[src/verilog/rxtsb_pkg.sv]
package rxtsb_pkg;
  // widths of the header and sideband fields, and bar counts
  localparam int BAR_CODE_W = 3;
  localparam int BAR_NUM    = 6;   // bars 0..5, three even/odd pairs
  localparam int PAIR_NUM   = 3;
  localparam int PF_W       = 2;
  localparam int VF_OFS_W   = 12;
  localparam int VF_CNT_W   = 16;
  localparam int FMT_W      = 3;
  localparam int TYPE_W     = 5;
  // buffer geometry and stream timing
  localparam int BUF_DEPTH  = 2;
  localparam int PTR_W      = 1;
  localparam int CNT_W      = 2;
  localparam int READY_LAT  = 2;   // cycles from sink ready to a transfer
  // field positions and header codes
  localparam int FMT_DATA_BIT  = 1;   // set when the packet carries data
  localparam logic [TYPE_W-1:0] TYPE_MEM      = 5'h00;
  localparam logic [TYPE_W-1:0] TYPE_MEM_LK   = 5'h01;
  localparam logic [TYPE_W-1:0] TYPE_CPL      = 5'h0a;
  localparam logic [TYPE_W-1:0] TYPE_CPL_LK   = 5'h0b;
  localparam logic [TYPE_W-1:0] TYPE_FETCHADD = 5'h0c;
  localparam logic [TYPE_W-1:0] TYPE_SWAP     = 5'h0d;
  localparam logic [TYPE_W-1:0] TYPE_CAS      = 5'h0e;
  localparam logic [1:0]        TYPE_MSG_HI   = 2'h2;  // type[4:3] of a message
  localparam logic [2:0]        MSG_ROUTE_ID  = 3'h2;  // type[2:0] routed by id
  // reset values and fill count levels
  localparam logic [BAR_CODE_W-1:0] BAR_CODE_RST = 3'h0;
  localparam logic [PF_W-1:0]       PF_RST       = 2'h0;
  localparam logic [VF_OFS_W-1:0]   VF_OFS_RST   = 12'h000;
  localparam logic [CNT_W-1:0]      CNT_FULL     = 2'h2;
  localparam logic [CNT_W-1:0]      CNT_EMPTY    = 2'h0;

  // target identification carried alongside each beat
  typedef struct packed {
    logic [BAR_CODE_W-1:0] bar_code;
    logic [PF_W-1:0]       pf;
    logic                  is_vf;
    logic [VF_OFS_W-1:0]   vf_ofs;
  } rxtsb_side_s;

  // one buffered beat
  typedef struct packed {
    logic        sop;
    logic        eop;
    logic        bar_ok;   // packet type gives a meaningful bar code
    logic        routed;   // packet type gives a meaningful function id
    rxtsb_side_s side;
  } rxtsb_beat_s;

  // packet framing on the input side
  typedef enum logic [0:0] {
    PKT_IDLE = 1'b0,
    PKT_BODY = 1'b1
  } rxtsb_pkt_e;
endpackage

[src/verilog/rxtsb_sideband.sv]
// Notes on behaviour
// - drive 3-bit code of the matching bar
// - bar code meaningful only for memory, atomics
// - code valid on first beat with valid
// - codes 0,2,4 name even bar or pair
// - odd codes only for 32-bit; 6-7 reserved
// - vf flag selects pf or vf bar space
// - 2-bit physical function of the target
// - for a vf, report its parent pf
// - flag high when target is a vf
// - 12-bit vf offset while flag high
// - sink ready enables transfer two cycles later
`timescale 1ns/100ps
module rxtsb_sideband (
  input  wire logic                           sys_clk,
  input  wire logic                           nrst,
  // beats from the transaction layer
  input  wire logic                           tl_valid,
  output logic                                tl_ready,
  input  wire logic                           tl_sop,
  input  wire logic                           tl_eop,
  input  wire logic [rxtsb_pkg::FMT_W-1:0]    tl_fmt,
  input  wire logic [rxtsb_pkg::TYPE_W-1:0]   tl_type,
  input  wire logic [rxtsb_pkg::BAR_NUM-1:0]  tl_bar_hit,
  input  wire logic [rxtsb_pkg::PAIR_NUM-1:0] bar_pair_64,
  input  wire logic                           tl_func_is_vf,
  input  wire logic [rxtsb_pkg::PF_W-1:0]     tl_pf,
  input  wire logic [rxtsb_pkg::VF_OFS_W-1:0] tl_vf_ofs,
  input  wire logic [rxtsb_pkg::VF_CNT_W-1:0] tl_vf_count,
  // receive stream toward the application
  input  wire logic                           rx_stream_sink_ready,
  output logic                                rx_stream_beat_valid,
  output logic                                rx_stream_packet_start,
  output logic                                rx_stream_packet_end,
  output logic [rxtsb_pkg::BAR_CODE_W-1:0]    rx_bar_match_code,
  output logic [rxtsb_pkg::PF_W-1:0]          rx_target_phys_func,
  output logic                                rx_target_is_virtual,
  output logic [rxtsb_pkg::VF_OFS_W-1:0]      rx_target_virt_offset
);

  rxtsb_pkg::rxtsb_beat_s              mem_r [rxtsb_pkg::BUF_DEPTH]; // buffer storage
  rxtsb_pkg::rxtsb_beat_s              dec_beat;     // decoded input beat
  rxtsb_pkg::rxtsb_beat_s              hdr_r;        // values of the current packet
  rxtsb_pkg::rxtsb_beat_s              rd_beat;      // head of the buffer
  rxtsb_pkg::rxtsb_pkt_e               pkt_r;        // input framing state
  logic [rxtsb_pkg::PTR_W-1:0]         wr_ptr_r;     // next entry to fill
  logic [rxtsb_pkg::PTR_W-1:0]         rd_ptr_r;     // next entry to send
  logic [rxtsb_pkg::CNT_W-1:0]         cnt_r;        // entries in use
  logic [rxtsb_pkg::READY_LAT-1:0]     rdy_pipe_r;   // sink ready history
  logic                                push;         // beat taken in
  logic                                pop;          // beat sent out
  logic                                is_mem_req;   // memory read or write
  logic                                is_atomic;    // atomic op request
  logic                                is_cpl;       // completion
  logic                                is_id_msg;    // message routed by id
  logic [rxtsb_pkg::BAR_CODE_W-1:0]    bar_enc;      // encoded bar hit

  // packet type decode from the header of the first beat
  always_comb begin
    is_mem_req = (tl_type == rxtsb_pkg::TYPE_MEM) || (tl_type == rxtsb_pkg::TYPE_MEM_LK);
    is_atomic  = tl_fmt[rxtsb_pkg::FMT_DATA_BIT] &&
                 ((tl_type == rxtsb_pkg::TYPE_FETCHADD) ||
                  (tl_type == rxtsb_pkg::TYPE_SWAP) ||
                  (tl_type == rxtsb_pkg::TYPE_CAS));
    is_cpl     = (tl_type == rxtsb_pkg::TYPE_CPL) || (tl_type == rxtsb_pkg::TYPE_CPL_LK);
    is_id_msg  = (tl_type[4:3] == rxtsb_pkg::TYPE_MSG_HI) &&
                 (tl_type[2:0] == rxtsb_pkg::MSG_ROUTE_ID);
  end

  // bar hit encoder; lowest hit wins. an odd hit inside a 64-bit pair is
  // folded onto the even code, so a reserved code is never produced
  always_comb begin
    bar_enc = rxtsb_pkg::BAR_CODE_RST;
    for (int i = rxtsb_pkg::BAR_NUM - 1; i >= 0; i--) begin
      if (tl_bar_hit[i]) begin
        if (i[0] && bar_pair_64[i/2]) begin
          bar_enc = rxtsb_pkg::BAR_CODE_W'(i - 1);
        end else begin
          bar_enc = rxtsb_pkg::BAR_CODE_W'(i);
        end
      end
    end
  end

  // fill the sideband of a start beat; fields that carry no meaning for the
  // packet type are forced to zero so the application never sees stale ids
  always_comb begin
    dec_beat        = '0;
    dec_beat.sop    = tl_sop;
    dec_beat.eop    = tl_eop;
    dec_beat.bar_ok = is_mem_req || is_atomic;
    dec_beat.routed = is_mem_req || is_atomic || is_cpl || is_id_msg;
    if (dec_beat.bar_ok) begin
      dec_beat.side.bar_code = bar_enc;
    end
    if (dec_beat.routed) begin
      dec_beat.side.pf    = tl_pf;
      dec_beat.side.is_vf = tl_func_is_vf;
      if (tl_func_is_vf) begin
        dec_beat.side.vf_ofs = tl_vf_ofs;
      end
    end
    if (!tl_sop) begin
      // later beats repeat the values captured at the start beat
      dec_beat.bar_ok = hdr_r.bar_ok;
      dec_beat.routed = hdr_r.routed;
      dec_beat.side   = hdr_r.side;
    end
  end

  // buffer handshakes; input ready only needs room, so a stall by the
  // sink backs up here without loss, at the cost of no same-cycle bypass
  always_comb begin
    tl_ready = (cnt_r != rxtsb_pkg::CNT_FULL);
    push     = tl_valid && tl_ready;
    rd_beat  = mem_r[rd_ptr_r];
    pop      = (cnt_r != rxtsb_pkg::CNT_EMPTY) && rdy_pipe_r[rxtsb_pkg::READY_LAT-1];
  end

  // sink ready delay line for the two-cycle ready latency
  always_ff @(posedge sys_clk or negedge nrst) begin
    if (!nrst) begin
      rdy_pipe_r <= '0;
    end else begin
      rdy_pipe_r <= {rdy_pipe_r[rxtsb_pkg::READY_LAT-2:0], rx_stream_sink_ready};
    end
  end

  // header hold and framing: capture at each accepted start beat. the
  // framing state only tracks whether a packet is open; it lets the checks
  // below catch a continuation beat that arrives with no packet to extend
  always_ff @(posedge sys_clk or negedge nrst) begin
    if (!nrst) begin
      hdr_r <= '0;
      pkt_r <= rxtsb_pkg::PKT_IDLE;
    end else if (push) begin
      if (tl_sop) begin
        hdr_r <= dec_beat;
      end
      case (pkt_r)
        rxtsb_pkg::PKT_IDLE: begin
          // a single-beat packet never leaves idle
          pkt_r <= (tl_sop && !tl_eop) ? rxtsb_pkg::PKT_BODY : rxtsb_pkg::PKT_IDLE;
        end
        rxtsb_pkg::PKT_BODY: begin
          pkt_r <= tl_eop ? rxtsb_pkg::PKT_IDLE : rxtsb_pkg::PKT_BODY;
        end
        default: begin
          pkt_r <= rxtsb_pkg::PKT_IDLE;
        end
      endcase
    end
  end

  // storage entries, written at the fill pointer
  for (genvar e = 0; e < rxtsb_pkg::BUF_DEPTH; e++) begin : g_entry
    always_ff @(posedge sys_clk or negedge nrst) begin
      if (!nrst) begin
        mem_r[e] <= '0;
      end else if (push && (wr_ptr_r == rxtsb_pkg::PTR_W'(e))) begin
        mem_r[e] <= dec_beat;
      end
    end
  end

  // pointers and fill count
  always_ff @(posedge sys_clk or negedge nrst) begin
    if (!nrst) begin
      wr_ptr_r <= '0;
      rd_ptr_r <= '0;
      cnt_r    <= rxtsb_pkg::CNT_EMPTY;
    end else begin
      if (push) begin
        wr_ptr_r <= wr_ptr_r + 1'b1;
      end
      if (pop) begin
        rd_ptr_r <= rd_ptr_r + 1'b1;
      end
      case ({push, pop})
        2'h2:    cnt_r <= cnt_r + 2'h1;
        2'h1:    cnt_r <= cnt_r - 2'h1;
        default: cnt_r <= cnt_r;
      endcase
    end
  end

  // stream outputs; sideband comes straight from the stored entry
  always_comb begin
    rx_stream_beat_valid   = pop;
    rx_stream_packet_start = rd_beat.sop;
    rx_stream_packet_end   = rd_beat.eop;
    rx_bar_match_code      = rd_beat.side.bar_code;
    rx_target_phys_func    = rd_beat.side.pf;
    rx_target_is_virtual   = rd_beat.side.is_vf;
    rx_target_virt_offset  = rd_beat.side.vf_ofs;
  end

  // helper: function number of the last start beat sent
  logic [rxtsb_pkg::PF_W-1:0] last_pf_r;
  always_ff @(posedge sys_clk or negedge nrst) begin
    if (!nrst) begin
      last_pf_r <= rxtsb_pkg::PF_RST;
    end else if (pop && rd_beat.sop) begin
      last_pf_r <= rd_beat.side.pf;
    end
  end

  // helper: whole sideband of the last start beat sent, so that later beats
  // of the same packet can be held against it field by field
  rxtsb_pkg::rxtsb_side_s last_side_r;
  always_ff @(posedge sys_clk or negedge nrst) begin
    if (!nrst) begin
      last_side_r <= '0;
    end else if (pop && rd_beat.sop) begin
      last_side_r <= rd_beat.side;
    end
  end
endmodule

[config.mk]
export PLATFORM = sky130hd
export DESIGN_NAME = rxtsb_sideband
export DESIGN_NICKNAME = d
export VERILOG_FILES = /design/src/verilog/rxtsb_pkg.sv /design/src/verilog/rxtsb_sideband.sv
export SDC_FILE = /design/constraint.sdc
export NUM_CORES = 1
export LEC_CHECK = 0
export BUFFER_PORTS_ARGS = -buffer_cell sky130_fd_sc_hd__clkbuf_2
export CAP_MARGIN = 0
export CORE_ASPECT_RATIO = 0.5
export CORE_MARGIN = 10
export CORE_UTILIZATION = 35
export DETAILED_ROUTE_END_ITERATION = 12
export GPL_TIMING_DRIVEN = 0
export PLACE_DENSITY = 0.53
export SLEW_MARGIN = 20
export SYNTH_ARGS = -nofsm -noshare
export SYNTH_HDL_FRONTEND = slang
export SYNTH_SLANG_ARGS = --single-unit
[constraint.sdc]
create_clock -name sys_clk -period 2.05 [get_ports sys_clk]
set_clock_uncertainty 0.15 [all_clocks]
set_input_delay 0.205 -clock sys_clk [delete_from_list [all_inputs] [get_ports sys_clk]]
set_output_delay 0.205 -clock sys_clk [all_outputs]
set_load 0.01 [all_outputs]
; ---- Word-level counts from Yosys, hierarchy flattened
; Cells that the tools add are included.
[totals]
register_bits = 70
wordCells = 78
[op_classes]
mux = 17
n_addsub = 4
bitwise = 2
magnitude_cmp = 1
n_eq_ne = 11
reduce_logical = 17
[ops]
columns = operator, count
row1 = 22-bit 2-to-1 mux, 3
row2 = "5-bit by 4-bit == test with 1-bit output, second input constant", 5
row3 = 3-bit 2-to-1 mux, 7
row4 = 20-bit 2-to-1 mux, 1
row5 = 15-bit 2-to-1 mux, 1
row6 = 12-bit 2-to-1 mux, 1
row7 = 1-bit logical OR, 7
row8 = 1-bit logical AND, 6
row9 = "5-bit by 1-bit == test with 1-bit output, second input constant", 1
row10 = 5-bit logical NOT, 1
row11 = "2-bit == test, second input constant", 2
row12 = 2-bit case mux with 2 select lines, 1
row13 = 2-bit nonzero test, 2
row14 = "3-bit by 2-bit == test with 1-bit output, second input constant", 1
row15 = 1-bit 2-to-1 mux, 3
row16 = "1-bit adder, second input constant", 2
row17 = "2-bit by 1-bit adder with 2-bit output, second input constant", 1
row18 = "2-bit by 1-bit == test with 1-bit output, second input constant", 1
row19 = "2-bit greater-or-equal comparator, second input constant", 1
row20 = "2-bit inequality test, second input constant", 1
row21 = 1-bit inverter with 2-bit output, 1
row22 = 2-bit AND reduction, 1
row23 = "2-bit by 1-bit subtractor with 2-bit output, second input constant", 1
row24 = 1-bit inverter, 1

; ---- Longest topological paths before layout
[depth]
depth_word = 9
mapped_depth = 7
depth_no_buf = 6

; ---- Worst setup path before layout
; OpenSTA, ideal clock, no wires.
[synth_timing]
path_type = flip-flop to flip-flop
start = register cnt_r[0] in the netlist's numbering
end = register mem_r[11] in the netlist's numbering
stages_incl_launch_ff = 6
path_slack_ps = 388
t_arrival_ps = 1368
setup_ps = 144
path_buffers = 2
cell_sequence = dfrtp_1 nand2b_1 buf_2 nand3_1 clkbuf_1 o221ai_1
[synth_between]
elab_chain_len = 3
[synth_rtl]
columns = element, line
row1 = from (decl), rxtsb_sideband.sv:48  ; logic [rxtsb_pkg::CNT_W-1:0] cnt_r;
row2 = from (signal assigned), rxtsb_sideband.sv:171  ; cnt_r <= rxtsb_pkg::CNT_EMPTY;
row3 = from (signal assigned), rxtsb_sideband.sv:180  ; 2'h2: cnt_r <= cnt_r + 2'h1;
row4 = from (signal assigned), rxtsb_sideband.sv:181  ; 2'h1: cnt_r <= cnt_r - 2'h1;
row5 = 2-bit inequality test, rxtsb_sideband.sv:114  ; tl_ready = (cnt_r != rxtsb_pkg::CNT_FULL);
row6 = named net tl_ready, rxtsb_sideband.sv:19  ; output logic tl_ready,
row7 = 1-bit logical AND, rxtsb_sideband.sv:115  ; push = tl_valid && tl_ready;
row8 = 1-bit logical AND, rxtsb_sideband.sv:160  ; end else if (push && (wr_ptr_r == rxtsb_pkg::PTR_W'(e))) begin
row9 = "to (signal, indexed assignment)", rxtsb_sideband.sv:161  ; mem_r[e] <= dec_beat;
row10 = to (decl), rxtsb_sideband.sv:41  ; rxtsb_pkg::rxtsb_beat_s mem_r [rxtsb_pkg::BUF_DEPTH];
; The timed path passes the listed nets, and every way through them passes these cells.
; A chain may end at the register's enable or synchronous reset.

; ---- Worst setup path after layout
[layout_timing]
start = register cnt_r[0] in the netlist's numbering
end = register hdr_r[15] in the netlist's numbering
[layout_between]
elab_chain_len = 3
[layout_rtl]
columns = element, line
row1 = 2-bit inequality test, rxtsb_sideband.sv:114
row2 = 1-bit logical AND, rxtsb_sideband.sv:115
row3 = 2-bit AND reduction (no line), --
row4 = to (signal assigned), rxtsb_sideband.sv:138  ; hdr_r <= dec_beat;
row5 = to (decl), rxtsb_sideband.sv:43  ; rxtsb_pkg::rxtsb_beat_s hdr_r;
; No other way between the ends.

==> results.md <==
- Met1 GRT Util: 15.4%
- Final core utilization: 45.5%
- ANT cells: 0
- Core Rows: 24
- Register bit total from synthesis: 64
- Avg Inst Size Synth: 10.6 um2
- Cell variety after synth: 42
- Mapped Cells: 300
- First-pass DRT Iterations: 4
- Worst EP arrival: 1.97 ns
- Die Y: 87.3 um
- Critical hold path startpoint: tl_vf_ofs[7]
- Minimum clock period: 1.94 ns
- Crit path launch type: flip-flop
- Status: finished clean
- Largest cells by area after synthesis: dfrtp_1 50%, mux2_2 7.5%, nand2_1 5.8%, nand2b_1 3.2%, o221ai_2 2.8%
- Insertion delay to the later sink of the worst-skew pair: 0.33 ns
- Slew @ Worst Pin: 0.518 ns
- Syn nets: 355
- Busiest layer in global routing: met2
- Top-area cell type share of the netlist area: 50.5%
- Final #Nets: 431
- Final ANT Viol Nets: 0
- M3 GR Usage: 3.80%
- Number of max-cap violations: 0
- Area leader, netlist: dfrtp_1
- Gr usage total: 13.1%
- Area delta synth->final: 25.9%
- Routed vias: 2516
- Synth warn: 0
- Core area: 0.00877 mm2
- Seq/Total Area, Yosys: 50.5%
- RSZ-0062 raised after global routing: no
- Crit. Startpoint: cnt_r[0]$_DFFE_PN0P_
- Worst Path Required: 2.08 ns
- Critical path class: flip-flop to flip-flop
- Initial Util: 36.2%
- Initial antenna violation count: 0
- Worst rel slew slack: 64.9%
- Fmax: 516 MHz
- Post-synth EDFFs: 0
- IO Pins: 76
- DPL Wire Length: 6120 um
- Largest net degree at the start of global routing: 53
- TritonCTS clock tree: built
- CTS root buf: clkbuf_16
- Tot Pwr: 4.91 mW
- I/O Buffers: 56
- Leakage: 1.85 nW
- Predominant post-synthesis flop cell: dfrtp_1
- Worst-path clk slew: 0.06 ns
- Routed len/inst: 17.4 um
- Hold WC Path Type: primary input to flip-flop
- DR iter-0 viols: 204
- Overflow after GRT: 0
- DRC errors left: 0
- Layout cells sized above 1: 33.6%
- Post-synth ARST share: 100%
- Final hold violation count: 0
- Vias per Instance: 5.05
- CTS Sinks: 64
- Setup TNS: 0 ns
- Die ar.: 0.0135 mm2
- Worst vdd ir: 0.000461 V
- Worst r2r src: cnt_r[0]$_DFFE_PN0P_
- Final non-filler cell total: 498
- First-pass GRT wire length: 14000 um
- Gpl congestion: 0.779
- PD cells: 1230 mW/mm2
- WL final: 8680 um
- TritonCTS Buffers: 9
- Vias in the first global route: 2711
- Crit end category: flip-flop
- Post-Syn Area: 0.00317 mm2
- H-tree depth: 3
- Final slew viol count: 0
- Dpl cells: 474
- Worst-path maximum fanout: 10
- Period utilization: 94.5%
- Setup Viol. Count Final: 0
- CTS Buffer Depth: 2
- Die X: 155 um
- Global Route met2 Usage: 21.9%
-- metal layers --
metal / part of all wire (%) / wire length (um)
met1: 44 / 3860
met2: 48 / 4190
met3: 5.7 / 491
met4: 1.6 / 140
met5: 0 / 0
-- timing repair --
| action | 4_1_cts | 5_1_grt |
|---|---|---|
| resized for setup | 3 | 3 |
| endpoints found under the hold margin | 71 | 0 |
| hold buffers | 6 | 0 |
| endpoints found under the setup margin | 22 | 4 |
| buffers inserted | 0 | 2 |
-- cells in the mapped netlist, drive strengths merged, types with 3 or more instances --
cell type	instances
nand2	49
o211ai	4
a31oi	10
dfrtp	64
nor2b	5
o21ai	14
o22ai	4
mux2i	6
nand2b	16
nor2	23
buf	10
o221ai	14
clkbuf	8
nand3	3
inv	12
o31ai	12
mux2	21
-- path summary, 6_finish.rpt --
kind	end	slack, ns	cells after the start
worst max register to register	hdr_r[15]$_DFFE_PN0P_	0.11	5
worst max-delay path	hdr_r[15]$_DFFE_PN0P_	0.11	5
min in group asynchronous	mem_r[0]$_DFFE_PN0P_	0.13	2
max in group asynchronous	mem_r[37]$_DFFE_PN0P_	1.10	3
worst min-delay path	hdr_r[7]$_DFFE_PN0P_	0.01	3
worst min register to register	rdy_pipe_r[1]$_DFF_PN0_	0.20	0
-- kinds of logic (layout without fill, tap and decap cells) --
| family | Yosys count | count (layout) | synth area share [%] |
|---|---|---|---|
| mux | 27 | 27 | 9.35 |
| fa+ha+maj | 1 | 1 | 0.394 |
| flops | 64 | 64 | 50.5 |
| buf+inv | 30 | 111 | 4.54 |
| simple gates | 108 | 108 | 15.9 |
| compound gates | 66 | 66 | 18.2 |
| xor+xnor | 4 | 4 | 1.10 |
-- power breakdown --
part | switching [mW] | internal, mW | total [mW]
clock network | 0.579 | 0.852 | 1.43
logic | 0.951 | 0.747 | 1.70
registers | 0.182 | 1.60 | 1.78
total | 1.71 | 3.20 | 4.91
-- per-stage QoR --
| step | area (um2) | setup slack [ns] | hold slack [ns] |
|---|---|---|---|
| after floorplan | 3170 | 0.388 | -0.241 |
| after global routing | 3990 | 0.0103 | 0.0376 |
| after detailed placement | 3630 | -0.00379 | -0.0472 |
| after CTS | 3980 | 0.0290 | 0.00763 |
| final | 3990 | 0.113 | 0.0107 |
| after global placement | 3600 | 0.0234 | 0.165 |
-- critical path: stages, from the launching register on --
cell and delay, ns:
dfrtp_1 0.41, nand2b_1 0.15, buf_2 0.15, nand3_1 0.32
clkbuf_1 0.44, o21ai_0 0.17
-- sequential cells by signal (all words and copies together), names as in the netlist --
| signal | flops |
|---|---|
| mem_r | 40 |
| rdy_pipe_r | 2 |
| rd_ptr_r | 1 |
| wr_ptr_r | 1 |
| hdr_r | 18 |
| cnt_r | 2 |
-- cells in the final DEF (no fill, tap or decap), types with 3 or more instances in the layout --
| cell type | n |
|---|---|
| a31oi_1 | 10 |
| buf_2 | 6 |
| buf_6 | 3 |
| clkbuf_1 | 4 |
| clkbuf_16 | 9 |
| clkbuf_2 | 59 |
| clkinvlp_4 | 4 |
| dfrtp_1 | 64 |
| dlygate4sd3_1 | 6 |
| inv_1 | 12 |
| mux2_2 | 21 |
| mux2i_1 | 6 |
| nand2_1 | 49 |
| nand2b_1 | 16 |
| nand3_1 | 3 |
| nor2_1 | 23 |
| nor2b_1 | 5 |
| o21ai_0 | 5 |
| o21ai_1 | 8 |
| o221ai_1 | 8 |
| o221ai_2 | 6 |
| o22ai_1 | 4 |
| o31ai_1 | 5 |
| o31ai_2 | 7 |
-- area by class of cell --
cell class                      instances  area (um2)
Timing Repair Buffer                   65         385
Clock inverter                          6        43.8
Buffer                                 18         106
Inverter                               12        45.0
Multi-Input combinational cell        206        1430
Clock buffer                           10         239
Sequential cell                        64        1600
Tap cell                              117         146
Fill cell                             844        4770
Power figures use the tool's default switching activity.
